`config.mk`:
```
export PLATFORM = sky130hd
export DESIGN_NAME = dcc_top
export DESIGN_NICKNAME = d
export VERILOG_FILES = /design/src/logic/dcc_pkg.sv /design/src/logic/dcc_sync2.sv /design/src/logic/dcc_top.sv
export VERILOG_INCLUDE_DIRS = /design/src /design/src/logic
export SDC_FILE = /design/constraint.sdc
export NUM_CORES = 1
export LEC_CHECK = 0
export ABC_AREA = 1
export BUFFER_PORTS_ARGS = -buffer_cell sky130_fd_sc_hd__buf_2
export CAP_MARGIN = 10
export CORE_MARGIN = 2
export CORE_UTILIZATION = 30
export CTS_CLUSTER_SIZE = 28
export DETAILED_ROUTE_END_ITERATION = 12
export PLACE_DENSITY = 0.56
export SLEW_MARGIN = 15
export SYNTH_ARGS = -nofsm -noshare
export SYNTH_HDL_FRONTEND = slang
export SYNTH_SLANG_ARGS = --single-unit
export TNS_END_PERCENT = 50
```
`constraint.sdc`:
```
create_clock -name pclk -period 1.9 [get_ports pclk]
set_clock_uncertainty 0.15 [all_clocks]
set_input_delay 0.19 -clock pclk [delete_from_list [all_inputs] [get_ports pclk]]
set_output_delay 0.19 -clock pclk [all_outputs]
set_load 0.005 [all_outputs]
```
`src/logic/dcc_defines.svh`:
```
`ifndef DCC_DEFINES_SVH
`define DCC_DEFINES_SVH
// register indices; the byte address is four times the index
`define DCC_IDX_INTCTL   8'h0b
`define DCC_IDX_PFLAGS   8'h0c
`define DCC_IDX_CMPCTL   8'h1f
`define DCC_IDX_PADATA   8'h05
`define DCC_IDX_PADIR    8'h85
`define DCC_IDX_PENA     8'h8c
`define DCC_IDX_REFCTL   8'h9f
`define DCC_IDX_STATUS   8'ha0
`define DCC_IDX_SYSCTL   8'ha1
// reset values
`define DCC_RST_CMPCTL   8'h00
`define DCC_RST_PADIR    8'h3f
`define DCC_RST_ZERO     8'h00
// field positions
`define DCC_BIT_CHG      6
`define DCC_BIT_PERIPH_EN 6
`define DCC_BIT_GLOBAL_EN 7
`define DCC_BIT_SWITCH   3
// mode codes
`define DCC_MODE_RESET   3'b000
`define DCC_MODE_INTREF  3'b010
`define DCC_MODE_PINOUT  3'b110
`define DCC_MODE_OFF     3'b111
// pin positions on port a
`define DCC_PIN_FIRST    3
`define DCC_PIN_SECOND   4
`endif

```
`src/logic/dcc_pkg.sv`:
```
package dcc_pkg;
  typedef logic [2:0] dcc_mode_t;
  // apb request carried as one struct
  typedef struct packed {
    logic        sel;
    logic        enable;
    logic        write;
    logic [11:0] addr;
    logic [31:0] wdata;
  } dcc_apb_req_s;
  // analog-side controls
  typedef struct packed {
    logic      powered;
    logic      ref_to_plus;
    logic      input_switch;
    dcc_mode_t mode;
  } dcc_analog_ctl_s;
endpackage

```
`src/logic/dcc_sync2.sv`:
```
`timescale 1ns/100ps
// two-flop synchroniser for the raw comparator results
module dcc_sync2 #(
  parameter int WIDTH = 2
) (
  input  wire logic             pclk,
  input  wire logic             presetn,
  input  wire logic [WIDTH-1:0] async_in,
  output logic      [WIDTH-1:0] sync_out
);
  logic [WIDTH-1:0] meta_reg;

  // first stage only feeds second stage
  always_ff @(posedge pclk or negedge presetn) begin
    if (!presetn) begin
      meta_reg <= '0;
      sync_out <= '0;
    end else begin
      meta_reg <= async_in;
      sync_out <= meta_reg;
    end
  end
endmodule

```
`src/logic/dcc_top.sv`:
```
// The APB interface to the registers was chosen for this implementation.
`timescale 1ns/100ps
`include "dcc_defines.svh"
// Functional notes
// result high when plus input exceeds minus
// mode 010 routes internal reference plus
// results read at bits 7:6, write-protected
// mode 110 routes raw results to pins
// direction bits still enable routed outputs
// analog pins read zero on port data
// any result change sets change flag
// flag at bit 6, software clears
// interrupt needs three enables set
// control access ends mismatch condition
// persisting mismatch keeps setting flag
// software tracks previous result bits
// sleep keeps comparators, interrupt wakes
// mode 111 powers comparators off
// wake leaves control register unchanged
// reset returns control to mode 000
// comparators powered down during reset
// three-bit field selects eight modes
// software disables interrupt during mode change
// synchronise results, compare with latched copy
// mode bits 2:0, switch bit 3, 5:4 zero
module dcc_top (
  input  wire logic                        pclk,
  input  wire logic                        presetn,
  input  wire logic                        psel,
  input  wire logic                        penable,
  input  wire logic                        pwrite,
  input  wire logic [11:0]                 paddr,
  input  wire logic [31:0]                 pwdata,
  output logic      [31:0]                 prdata,
  output logic                             pready,
  output logic                             pslverr,
  input  wire logic [1:0]                  cmp_raw,
  input  wire logic [5:0]                  port_a_in,
  output logic      [5:0]                  port_a_out,
  output logic      [5:0]                  port_a_oe,
  output dcc_pkg::dcc_analog_ctl_s         analog_ctl,
  output logic      [7:0]                  reference_ctl,
  output logic                             cpu_irq,
  output logic                             wake_req
);
  dcc_pkg::dcc_apb_req_s req;
  logic [7:0]            comparator_control_reg;
  logic [7:0]            interrupt_control_reg;
  logic [7:0]            peripheral_flags_reg;
  logic [7:0]            peripheral_enables_reg;
  logic [7:0]            port_a_direction_reg;
  logic [7:0]            port_a_data_reg;
  logic [7:0]            reference_control_reg;
  logic                  sleep_reg;
  logic [1:0]            result_sync;
  logic [1:0]            latched_reg;
  logic                  mismatch;
  logic                  wr_stb;
  logic                  rd_stb;
  logic                  cmp_access;
  logic [7:0]            wbyte;
  logic [5:0]            analog_pins;
  logic [31:0]           rdata_next;
  logic                  err_next;
  logic [1:0]            pin_val;
  logic                  irq_next;
  logic                  setup_phase;
  logic                  access_phase;
  logic                  wr_intctl;
  logic                  wr_pflags;
  logic                  wr_cmpctl;
  logic                  wr_padir;
  logic                  wr_padata;
  logic                  wr_pena;
  logic                  wr_refctl;
  logic                  wr_sysctl;

  assign req = '{sel: psel, enable: penable, write: pwrite, addr: paddr, wdata: pwdata};

  // word address decode: printed index times four
  function automatic logic hit(input logic [11:0] a, input logic [7:0] idx);
    hit = (a[1:0] == 2'b00) && (a[11:2] == {2'b00, idx});
  endfunction

  // pins that the current mode leaves analog
  function automatic logic [5:0] analog_map(input dcc_pkg::dcc_mode_t m);
    unique case (m)
      3'b000:  analog_map = 6'h0f;
      3'b001:  analog_map = 6'h0f;
      3'b010:  analog_map = 6'h0f;
      3'b011:  analog_map = 6'h07;
      3'b100:  analog_map = 6'h03;
      3'b101:  analog_map = 6'h06;
      3'b110:  analog_map = 6'h07;
      3'b111:  analog_map = 6'h00;
    endcase
  endfunction

  // comparators run in every mode but reset and off
  function automatic logic mode_powered(input dcc_pkg::dcc_mode_t m);
    mode_powered = (m != `DCC_MODE_OFF) && (m != `DCC_MODE_RESET);
  endfunction

  // bus phases: setup answers, access commits
  assign setup_phase  = req.sel && !req.enable;
  assign access_phase = req.sel && req.enable;

  // single-cycle access phase strobes
  assign wr_stb      = access_phase && req.write;
  assign rd_stb      = access_phase && !req.write;
  assign wbyte       = req.wdata[7:0];
  assign cmp_access  = (wr_stb || rd_stb) && hit(req.addr, `DCC_IDX_CMPCTL);
  assign analog_pins = analog_map(comparator_control_reg[2:0]);

  // per-register write enables
  assign wr_intctl = wr_stb && hit(req.addr, `DCC_IDX_INTCTL);
  assign wr_pflags = wr_stb && hit(req.addr, `DCC_IDX_PFLAGS);
  assign wr_cmpctl = wr_stb && hit(req.addr, `DCC_IDX_CMPCTL);
  assign wr_padir  = wr_stb && hit(req.addr, `DCC_IDX_PADIR);
  assign wr_padata = wr_stb && hit(req.addr, `DCC_IDX_PADATA);
  assign wr_pena   = wr_stb && hit(req.addr, `DCC_IDX_PENA);
  assign wr_refctl = wr_stb && hit(req.addr, `DCC_IDX_REFCTL);
  assign wr_sysctl = wr_stb && hit(req.addr, `DCC_IDX_SYSCTL);

  // synchronise raw results before detection
  dcc_sync2 #(
    .WIDTH (2)
  ) u_sync (
    .pclk     (pclk),
    .presetn  (presetn),
    .async_in (cmp_raw),
    .sync_out (result_sync)
  );

  assign mismatch = (result_sync != latched_reg);

  // comparator control: mode, switch bit, live results
  always_ff @(posedge pclk or negedge presetn) begin
    if (!presetn) begin
      comparator_control_reg <= `DCC_RST_CMPCTL;
    end else begin
      comparator_control_reg[7:6] <= result_sync;
      comparator_control_reg[5:4] <= 2'b00;
      if (wr_cmpctl) begin
        comparator_control_reg[3:0] <= wbyte[3:0];
      end
    end
  end

  // latched copy refreshed on every control access
  always_ff @(posedge pclk or negedge presetn) begin
    if (!presetn) begin
      latched_reg <= 2'b00;
    end else if (cmp_access) begin
      latched_reg <= result_sync;
    end
  end

  // change flag: set wins over software clear
  always_ff @(posedge pclk or negedge presetn) begin
    if (!presetn) begin
      peripheral_flags_reg <= `DCC_RST_ZERO;
    end else begin
      if (wr_pflags) begin
        peripheral_flags_reg <= wbyte;
      end
      if (mismatch) begin
        peripheral_flags_reg[`DCC_BIT_CHG] <= 1'b1;
      end
    end
  end

  // interrupt control: global and peripheral enables
  always_ff @(posedge pclk or negedge presetn) begin
    if (!presetn) begin
      interrupt_control_reg <= `DCC_RST_ZERO;
    end else if (wr_intctl) begin
      interrupt_control_reg <= wbyte;
    end
  end

  // per-source interrupt enables
  always_ff @(posedge pclk or negedge presetn) begin
    if (!presetn) begin
      peripheral_enables_reg <= `DCC_RST_ZERO;
    end else if (wr_pena) begin
      peripheral_enables_reg <= wbyte;
    end
  end

  // port direction, bits 7:6 unimplemented
  always_ff @(posedge pclk or negedge presetn) begin
    if (!presetn) begin
      port_a_direction_reg <= `DCC_RST_PADIR;
    end else if (wr_padir) begin
      port_a_direction_reg <= {2'b00, wbyte[5:0]};
    end
  end

  // port output latch
  always_ff @(posedge pclk or negedge presetn) begin
    if (!presetn) begin
      port_a_data_reg <= `DCC_RST_ZERO;
    end else if (wr_padata) begin
      port_a_data_reg <= {2'b00, wbyte[5:0]};
    end
  end

  // reference ladder settings, bit 4 unimplemented
  always_ff @(posedge pclk or negedge presetn) begin
    if (!presetn) begin
      reference_control_reg <= `DCC_RST_ZERO;
    end else if (wr_refctl) begin
      reference_control_reg <= {wbyte[7:5], 1'b0, wbyte[3:0]};
    end
  end

  // sleep request, cleared by the waking interrupt
  always_ff @(posedge pclk or negedge presetn) begin
    if (!presetn) begin
      sleep_reg <= 1'b0;
    end else if (wr_sysctl) begin
      sleep_reg <= wbyte[0];
    end else if (irq_next) begin
      sleep_reg <= 1'b0;
    end
  end

  // interrupt needs flag and three enables
  always_comb begin
    irq_next = peripheral_flags_reg[`DCC_BIT_CHG] && peripheral_enables_reg[`DCC_BIT_CHG]
               && interrupt_control_reg[`DCC_BIT_PERIPH_EN] && interrupt_control_reg[`DCC_BIT_GLOBAL_EN];
  end

  // interrupt request to the core
  always_ff @(posedge pclk or negedge presetn) begin
    if (!presetn) begin
      cpu_irq <= 1'b0;
    end else begin
      cpu_irq <= irq_next;
    end
  end

  // wake request while sleeping
  always_ff @(posedge pclk or negedge presetn) begin
    if (!presetn) begin
      wake_req <= 1'b0;
    end else begin
      wake_req <= sleep_reg && irq_next;
    end
  end

  // analog controls: power, reference routing
  always_ff @(posedge pclk or negedge presetn) begin
    if (!presetn) begin
      analog_ctl <= '0;
    end else begin
      analog_ctl.mode         <= comparator_control_reg[2:0];
      analog_ctl.input_switch <= comparator_control_reg[`DCC_BIT_SWITCH];
      analog_ctl.powered      <= mode_powered(comparator_control_reg[2:0]);
      analog_ctl.ref_to_plus  <= (comparator_control_reg[2:0] == `DCC_MODE_INTREF);
    end
  end

  // reference ladder settings to the analog side
  always_ff @(posedge pclk or negedge presetn) begin
    if (!presetn) begin
      reference_ctl <= `DCC_RST_ZERO;
    end else begin
      reference_ctl <= reference_control_reg;
    end
  end

  // pin output mux; raw result in pin-output mode
  always_comb begin
    pin_val = {port_a_data_reg[`DCC_PIN_SECOND], port_a_data_reg[`DCC_PIN_FIRST]};
    if (comparator_control_reg[2:0] == `DCC_MODE_PINOUT) begin
      pin_val = cmp_raw;
    end
  end

  // registered port data, results on pins 3 and 4
  always_ff @(posedge pclk or negedge presetn) begin
    if (!presetn) begin
      port_a_out <= 6'h00;
    end else begin
      port_a_out <= port_a_data_reg[5:0];
      port_a_out[`DCC_PIN_FIRST]  <= pin_val[0];
      port_a_out[`DCC_PIN_SECOND] <= pin_val[1];
    end
  end

  // output enables, direction bit 1 = input
  always_ff @(posedge pclk or negedge presetn) begin
    if (!presetn) begin
      port_a_oe <= 6'h00;
    end else begin
      port_a_oe <= ~port_a_direction_reg[5:0] & ~analog_pins;
    end
  end

  // read mux
  always_comb begin
    rdata_next = 32'h0000_0000;
    err_next   = 1'b0;
    if (hit(req.addr, `DCC_IDX_CMPCTL)) begin
      rdata_next[7:0] = comparator_control_reg;
    end else if (hit(req.addr, `DCC_IDX_INTCTL)) begin
      rdata_next[7:0] = interrupt_control_reg;
    end else if (hit(req.addr, `DCC_IDX_PFLAGS)) begin
      rdata_next[7:0] = peripheral_flags_reg;
    end else if (hit(req.addr, `DCC_IDX_PENA)) begin
      rdata_next[7:0] = peripheral_enables_reg;
    end else if (hit(req.addr, `DCC_IDX_PADIR)) begin
      rdata_next[7:0] = port_a_direction_reg;
    end else if (hit(req.addr, `DCC_IDX_PADATA)) begin
      rdata_next[7:0] = {2'b00, port_a_in & ~analog_pins};
    end else if (hit(req.addr, `DCC_IDX_REFCTL)) begin
      rdata_next[7:0] = reference_control_reg;
    end else if (hit(req.addr, `DCC_IDX_STATUS)) begin
      rdata_next[7:0] = {5'b00000, mismatch, latched_reg};
    end else if (hit(req.addr, `DCC_IDX_SYSCTL)) begin
      rdata_next[7:0] = {7'b0000000, sleep_reg};
    end else begin
      err_next = 1'b1;
    end
  end

  // apb handshake: ready in the first access cycle
  always_ff @(posedge pclk or negedge presetn) begin
    if (!presetn) begin
      pready  <= 1'b0;
      pslverr <= 1'b0;
    end else begin
      pready  <= setup_phase;
      pslverr <= setup_phase && err_next;
    end
  end

  // read data stands only with pready
  always_ff @(posedge pclk or negedge presetn) begin
    if (!presetn) begin
      prdata <= 32'h0000_0000;
    end else begin
      prdata <= (setup_phase && !req.write) ? rdata_next : 32'h0000_0000;
    end
  end
endmodule

```
==> summary.md, run 1 <==
| Metric | Value |
|---|---|
| Status | complete, no violations |
| H-Tree Level Count | 3 |
| Reg2Reg Launch Point | comparator_control_reg[1] |
| Post-synth top flop | dfrtp_1 |
| FP Rows | 43 |
| Buf/Inv on CP | 2 |
| Storage element area | 0.00233 mm^2 |
| Core Area | 0.0138 mm^2 |
| CP cell instances | inv_1, ha_4, nor2_1, nand2_1, nor2_1, nand3_1, nand2_1, inv_2, nand3_2, nand2_1, nand4_1, nand2_1, nor2_2 |
| CP delay by family, top | simple AND/OR/NAND/NOR gates |
| Sequential share of the synthesized area | 55.0% |
| Worst EP arrival | 1.83 ns |
| First-pass GRT wire length | 16,200 um |
| Number of port buffers | 69 |
| Hold crit path type | in -> reg |
| Mapped Area | 0.00425 mm^2 |
| Routed Antenna Nets | 0 |
| CTS Buf Count | 9 |
| Initial DRC count | 161 |
| Peak supply drop | 0.000368 V |
| Clock Path Buffers | 2 |
| Final Hold Fails | 0 |
| Tcrit/Tclk final | 89.8% |
| Final min period | 1.71 ns |
| DRC Markers | 0 |
| R2R Setup Slk | 0.19 ns |
| Post-layout util | 37.3% |
| DPL Wire Length | 7650 um |
| Antenna violations before repair | 0 |
| Most numerous cell in the Yosys netlist | nand2_1 |
| Library cells used by synthesis | 36 |
| Vias in the first global route | 3,112 |
| RSZ-0062 raised after global routing | no |
| Via Count | 3,244 |
| Crit path top cell by count | nand2_1 |
| Worst skew pair latency | 0.34 ns |
| Measured slew at the worst slew-check pin | 0.525 ns |
| Commonest cells post-synth | nand2_1 (109), dfrtp_1 (87), inv_1 (53) |
| Largest net degree at the start of global routing | 94 |
| WHS Path Cells | 3 |
| Pwr Total | 4.03 mW |
| Drt total wl | 10,400 um |
| Worst-path fanout max | 5 |
| Max Slew Vio Count | 0 |
| Drt via density | 4.35 |
| Die width | 123 um |
| Area contributors post-synth | dfrtp_1 (51%), nand2_1 (9.6%), inv_1 (4.7%) |
| Average wire per standard cell | 14.0 um |
| Die height | 123 um |
| Mapped Cells | 468 |
| Fmax | 586 MHz |
| Post-synth EDFFs | 0 |
| WP data required | 2.02 ns |
| Rel. slew slack | 64.7% |
| Worst path slowest cell | dfrtp_1 |
| Hold wc startpoint | pwdata[7] |
| Nets | 621 |
| Clock transition at path regs | 0.07 ns |
| Startpoint types | register |
| CP peak stage delay | 0.41 ns |
| Area of the multi-input gates | 0.00153 mm^2 |
| Post-synth ARST share | 100% |
| Synth-to-Final Area Change | 21.6% |
| Reg2Reg Depth | 13 |
| Clk sinks | 93 |
| Total global-route track usage | 14.4% |
| Worst R2R End | prdata[0] |
| N_diodes | 0 |
| Global route total overflow | 0 |
| Final setup fails | 0 |
| Synth top area share | 51.3% |
| PD cells | 781 mW/mm^2 |
| IO Count | 119 |
| Die area | 0.0151 mm^2 |
| Fin Hold WS | 0.0359 ns |
| Setup CP Type | reg -> reg |
| Pre-antenna DRT Iters | 4 |
| Warning count from the yosys run | 0 |
| Initial Util | 30.7% |
| CTS tree | built |
| Hold endpoint | interrupt_control_reg[7] |
| Gpl congestion | 0.931 |
| Leakage | 2.70 nW |
| Syn Area/Cell | 9.07 um^2 |
| Crit. End Element | register |
| Layout cells sized above 1 | 26.0% |
| Max-Cap Viols | 0 |
| FILL cells | 1,410 |
| Cell taking the most area after synthesis | dfrtp_1 |
| Flop and latch count out of synthesis | 93 |
| CTS Root Cell | clkbuf_16 |
## where the power goes
group | total, mW | switching (mW) | internal (mW)
sequential | 2.00 | 0.00471 | 1.99
clock | 1.84 | 0.774 | 1.06
combinational | 0.198 | 0.138 | 0.0602
## worst register-to-register path: stages, from the launching register on
cell     delay [ns]
dfrtp_1        0.41
inv_1          0.09
ha_4           0.16
nor2_1         0.10
nand2_1        0.07
nor2_1         0.12
nand3_1        0.09
nand2_1        0.08
inv_2          0.04
nand3_2        0.06
nand2_1        0.05
nand4_1        0.06
nand2_1        0.07
nor2_2         0.08
## per-stage QoR
stage / cells / setup TNS (ns) / worst slack, ns / cell area [um^2]
2_1_floorplan: 492 / 0 / 0.341 / 4340
3_3_place_gp: 723 / 0 / 0.00950 / 4770
3_5_place_dp: 723 / -0.0486 / -0.0486 / 4770
4_1_cts: 745 / 0 / 0.120 / 5140
5_1_grt: 745 / 0 / 0.0194 / 5160
6_report: 745 / 0 / 0.194 / 5160
## worst max-delay path by stage
stage                         startpoint        end  depth (start not counted)
2_1_floorplan  comparator_control_reg[0]  prdata[0]                         13
3_3_place_gp                   paddr[11]  prdata[2]                         11
3_5_place_dp                   paddr[11]  prdata[2]                         11
4_1_cts        comparator_control_reg[1]  prdata[2]                         11
5_1_grt        comparator_control_reg[1]  prdata[2]                         11
6_report       comparator_control_reg[1]  prdata[0]                         13
## timing repair
item	in CTS	in global routing
hold buffers	6	0
endpoints found under the setup margin	0	1
gates resized for setup	0	2
hold endpoints to repair	93	0
setup buffers	0	0
## metal layers
metal | share of wire (%) | track usage, %
met2 | 47 | 22.5
met1 | 46 | 19.4
met4 | 1.8 | 5.60
met3 | 5.4 | 3.41
met5 | 0 | 0
## area by class of cell
cell class | instances | area share (%)
flip-flops and latches | 93 | 45.2
repair buffers | 90 | 10.3
multi-input cells | 306 | 29.7
inverters | 60 | 4.36
well taps | 180 | 4.36
clock inverters | 6 | 1.38
clock buffers | 10 | 4.63
## logic make-up (layout without fill, tap and decap cells)
kind of cell	Yosys count	after routing	synth area share (%)
DFF	93	93	55.0
buffers and inverters	93	166	11.4
other	1	25	0.0883
adders and majority gates	4	4	1.18
and+or+nand+nor	199	199	21.1
xor gates and xnor gates	2	2	0.413
AOI/OAI and AO/OA	70	70	9.31
muxes	6	6	1.53
## cells in the final DEF (no fill, tap or decap), types with 3 or more instances in the layout
cell type	Yosys	layout
nand3_1	20	20
nor3_1	8	8
buf_4	25	15
buf_2	3	68
nand4_1	7	7
dfrtp_1	87	87
o21ai_1	33	33
nor2_4	4	4
mux2_2	4	4
dfstp_2	6	6
nand2_1	109	109
nor2_1	28	28
conb_1	1	25
inv_2	7	7
o211ai_1	3	3
nor2_2	5	5
inv_1	53	53
ha_1	4	3
nand2_2	12	12
nor4_1	3	3
o21ai_0	16	16
clkbuf_16	0	9
o21ai_2	5	5
dlygate4sd3_1	0	6
a21oi_1	6	5
(Power assumes the default switching activity.)
==> run 2: changes to the inputs <==
--- a/config.mk
+++ b/config.mk
@@ -7,7 +7,7 @@
 export NUM_CORES = 1
 export LEC_CHECK = 0
 export ABC_AREA = 1
-export BUFFER_PORTS_ARGS = -buffer_cell sky130_fd_sc_hd__buf_2
+export BUFFER_PORTS_ARGS = -buffer_cell sky130_fd_sc_hd__buf_4
 export CAP_MARGIN = 10
 export CORE_MARGIN = 2
 export CORE_UTILIZATION = 30
==> summary.md, run 2 (synthesized netlist as in run 1, its figures left out) <==
| Metric | Value |
|---|---|
| Clk sinks | 93 |
| Final setup fails | 0 |
| Drt via density | 4.38 |
| PD cells | 780 mW/mm^2 |
| H-Tree Level Count | 3 |
| Global route total overflow | 0 |
| Setup CP Type | reg -> reg |
| RSZ-0062 raised after global routing | no |
| Tcrit/Tclk final | 91.5% |
| DP Cell Count | 726 |
| Drt total wl | 10,500 um |
| Storage element area | 0.00234 mm^2 |
| Clock Path Buffers | 2 |
| Core Area | 0.0138 mm^2 |
| Initial Util | 30.7% |
| CTS tree | built |
| CP peak stage delay | 0.40 ns |
| Clock transition at path regs | 0.07 ns |
| Pre-antenna DRT Iters | 4 |
| Via Count | 3,271 |
| Max-Cap Viols | 0 |
| Gpl congestion | 0.843 |
| Worst skew pair latency | 0.34 ns |
| Area of the multi-input gates | 0.00152 mm^2 |
| Commonest cells after routing, fill and taps aside | nand2_1 (109), dfrtp_1 (86), buf_4 (86) |
| WP data required | 2.01 ns |
| Die area | 0.0151 mm^2 |
| Peak supply drop | 0.000523 V |
| Status | complete, no violations |
| CP cell instances | inv_1, ha_1, nor2_1, nand2_1, nand2_1, nand2_1, o211ai_1, nand2_1, nand2_1, nand2_1, a21oi_2 |
| Buf/Inv on CP | 1 |
| DP Area | 0.00497 mm^2 |
| Vias in the first global route | 3,157 |
| Routed Antenna Nets | 0 |
| Most common cell after layout, fill and taps aside | nand2_1 |
| Number of port buffers | 69 |
| First-pass GRT wire length | 16,200 um |
| Final instance area | 0.00535 mm^2 |
| DRC Markers | 0 |
| Initial DRC count | 172 |
| Leakage | 2.75 nW |
| Worst path slowest cell | dfrtp_2 |
| Average wire per standard cell | 14.0 um |
| Worst-path fanout max | 5 |
| Antenna violations before repair | 0 |
| Worst EP arrival | 1.84 ns |
| Max Slew Vio Count | 0 |
| Final Hold Fails | 0 |
| DPL Wire Length | 7880 um |
| Nets | 623 |
| Final min period | 1.74 ns |
| Fmax | 575 MHz |
| CTS Buf Count | 9 |
| Crit path top cell by count | nand2_1 |
| FILL cells | 1,414 |
| Synth-to-Final Area Change | 26.0% |
| Layout cells sized above 1 | 26.3% |
| Startpoint types | register |
| CP delay by family, top | simple AND/OR/NAND/NOR gates |
| Total global-route track usage | 14.4% |
| Non-Filler Instances | 747 |
| Crit. End Element | register |
| Largest net degree at the start of global routing | 47 |
| N_diodes | 0 |
| IO Count | 119 |
| CTS Root Cell | clkbuf_16 |
| Die width | 123 um |
| Hold crit path type | in -> reg |
| FP Rows | 43 |
| Die height | 123 um |
## run 2: layout make-up
| class | instances | area share [%] |
|---|---|---|
| repair buffers | 92 | 13.4 |
| multi-input cells | 306 | 28.4 |
| well taps | 180 | 4.21 |
| clock buffers | 11 | 4.54 |
| inverters | 60 | 4.21 |
| flip-flops and latches | 93 | 43.7 |
| clock inverters | 5 | 1.54 |
## run 2: metal layers
layer | up-vias | routed length, um | track usage, %
met5 | - | 0 | 0
met4 | 0 | 205 | 5.24
met3 | 15 | 639 | 3.23
met2 | 95 | 4880 | 22.9
met1 | 1529 | 4750 | 19.3
li1 | 1632 | - | -
## run 2: worst register-to-register path, cell delays in order, from the launching register on
cell and delay, ns:
dfrtp_2 0.40, inv_1 0.05, ha_1 0.29, nor2_1 0.11, nand2_1 0.08, nand2_1 0.07
nand2_1 0.05, o211ai_1 0.09, nand2_1 0.09, nand2_1 0.07, nand2_1 0.06, a21oi_2 0.16
## run 2: worst paths after layout
kind	from	to	slack (ns)	cells past startpoint
setup reg to reg	comparator_control_reg[1]	prdata[2]	0.16	11
max in group asynchronous	presetn	port_a_direction_reg[0]	0.82	3
hold reg to reg	u_sync.meta_reg[1]	u_sync.sync_out[1]	0.20	0
min in group asynchronous	presetn	comparator_control_reg[2]	0.16	2
hold / removal	pwdata[6]	interrupt_control_reg[6]	0.01	3
setup / recovery	comparator_control_reg[1]	prdata[2]	0.16	11
## run 2: stage by stage
stage / TNS (ns) / power, mW / util (%) / hold WS (ns) / setup slack [ns]
2_1_floorplan: 0 / 2.14 / - / -0.256 / 0.341
3_3_place_gp: 0 / 2.24 / 35.9 / -0.0183 / 0.0265
3_5_place_dp: -0.00276 / 2.25 / 35.9 / -0.00765 / -0.00276
4_1_cts: 0 / 4.21 / 38.6 / 0.0166 / 0.124
5_1_grt: 0 / 4.32 / 38.7 / 0.0367 / 0.0236
6_report: 0 / 4.17 / 38.7 / 0.0142 / 0.162
## run 2: timing repair
item | CTS | global route
endpoints found under the setup margin | 0 | 1
endpoints found under the hold margin | 31 | 0
gates resized for setup | 0 | 2
setup buffers | 0 | 0
hold buffers | 5 | 0
## run 2: power breakdown
| part | total, mW | leakage (nW) | internal (mW) | switching (mW) |
|---|---|---|---|---|
| Clock | 1.96 | 0.160 | 1.19 | 0.765 |
| Combinational | 0.218 | 1.34 | 0.0799 | 0.138 |
| Sequential | 2.00 | 1.24 | 1.99 | 0.00514 |
| Total | 4.17 | 2.75 | 3.27 | 0.908 |
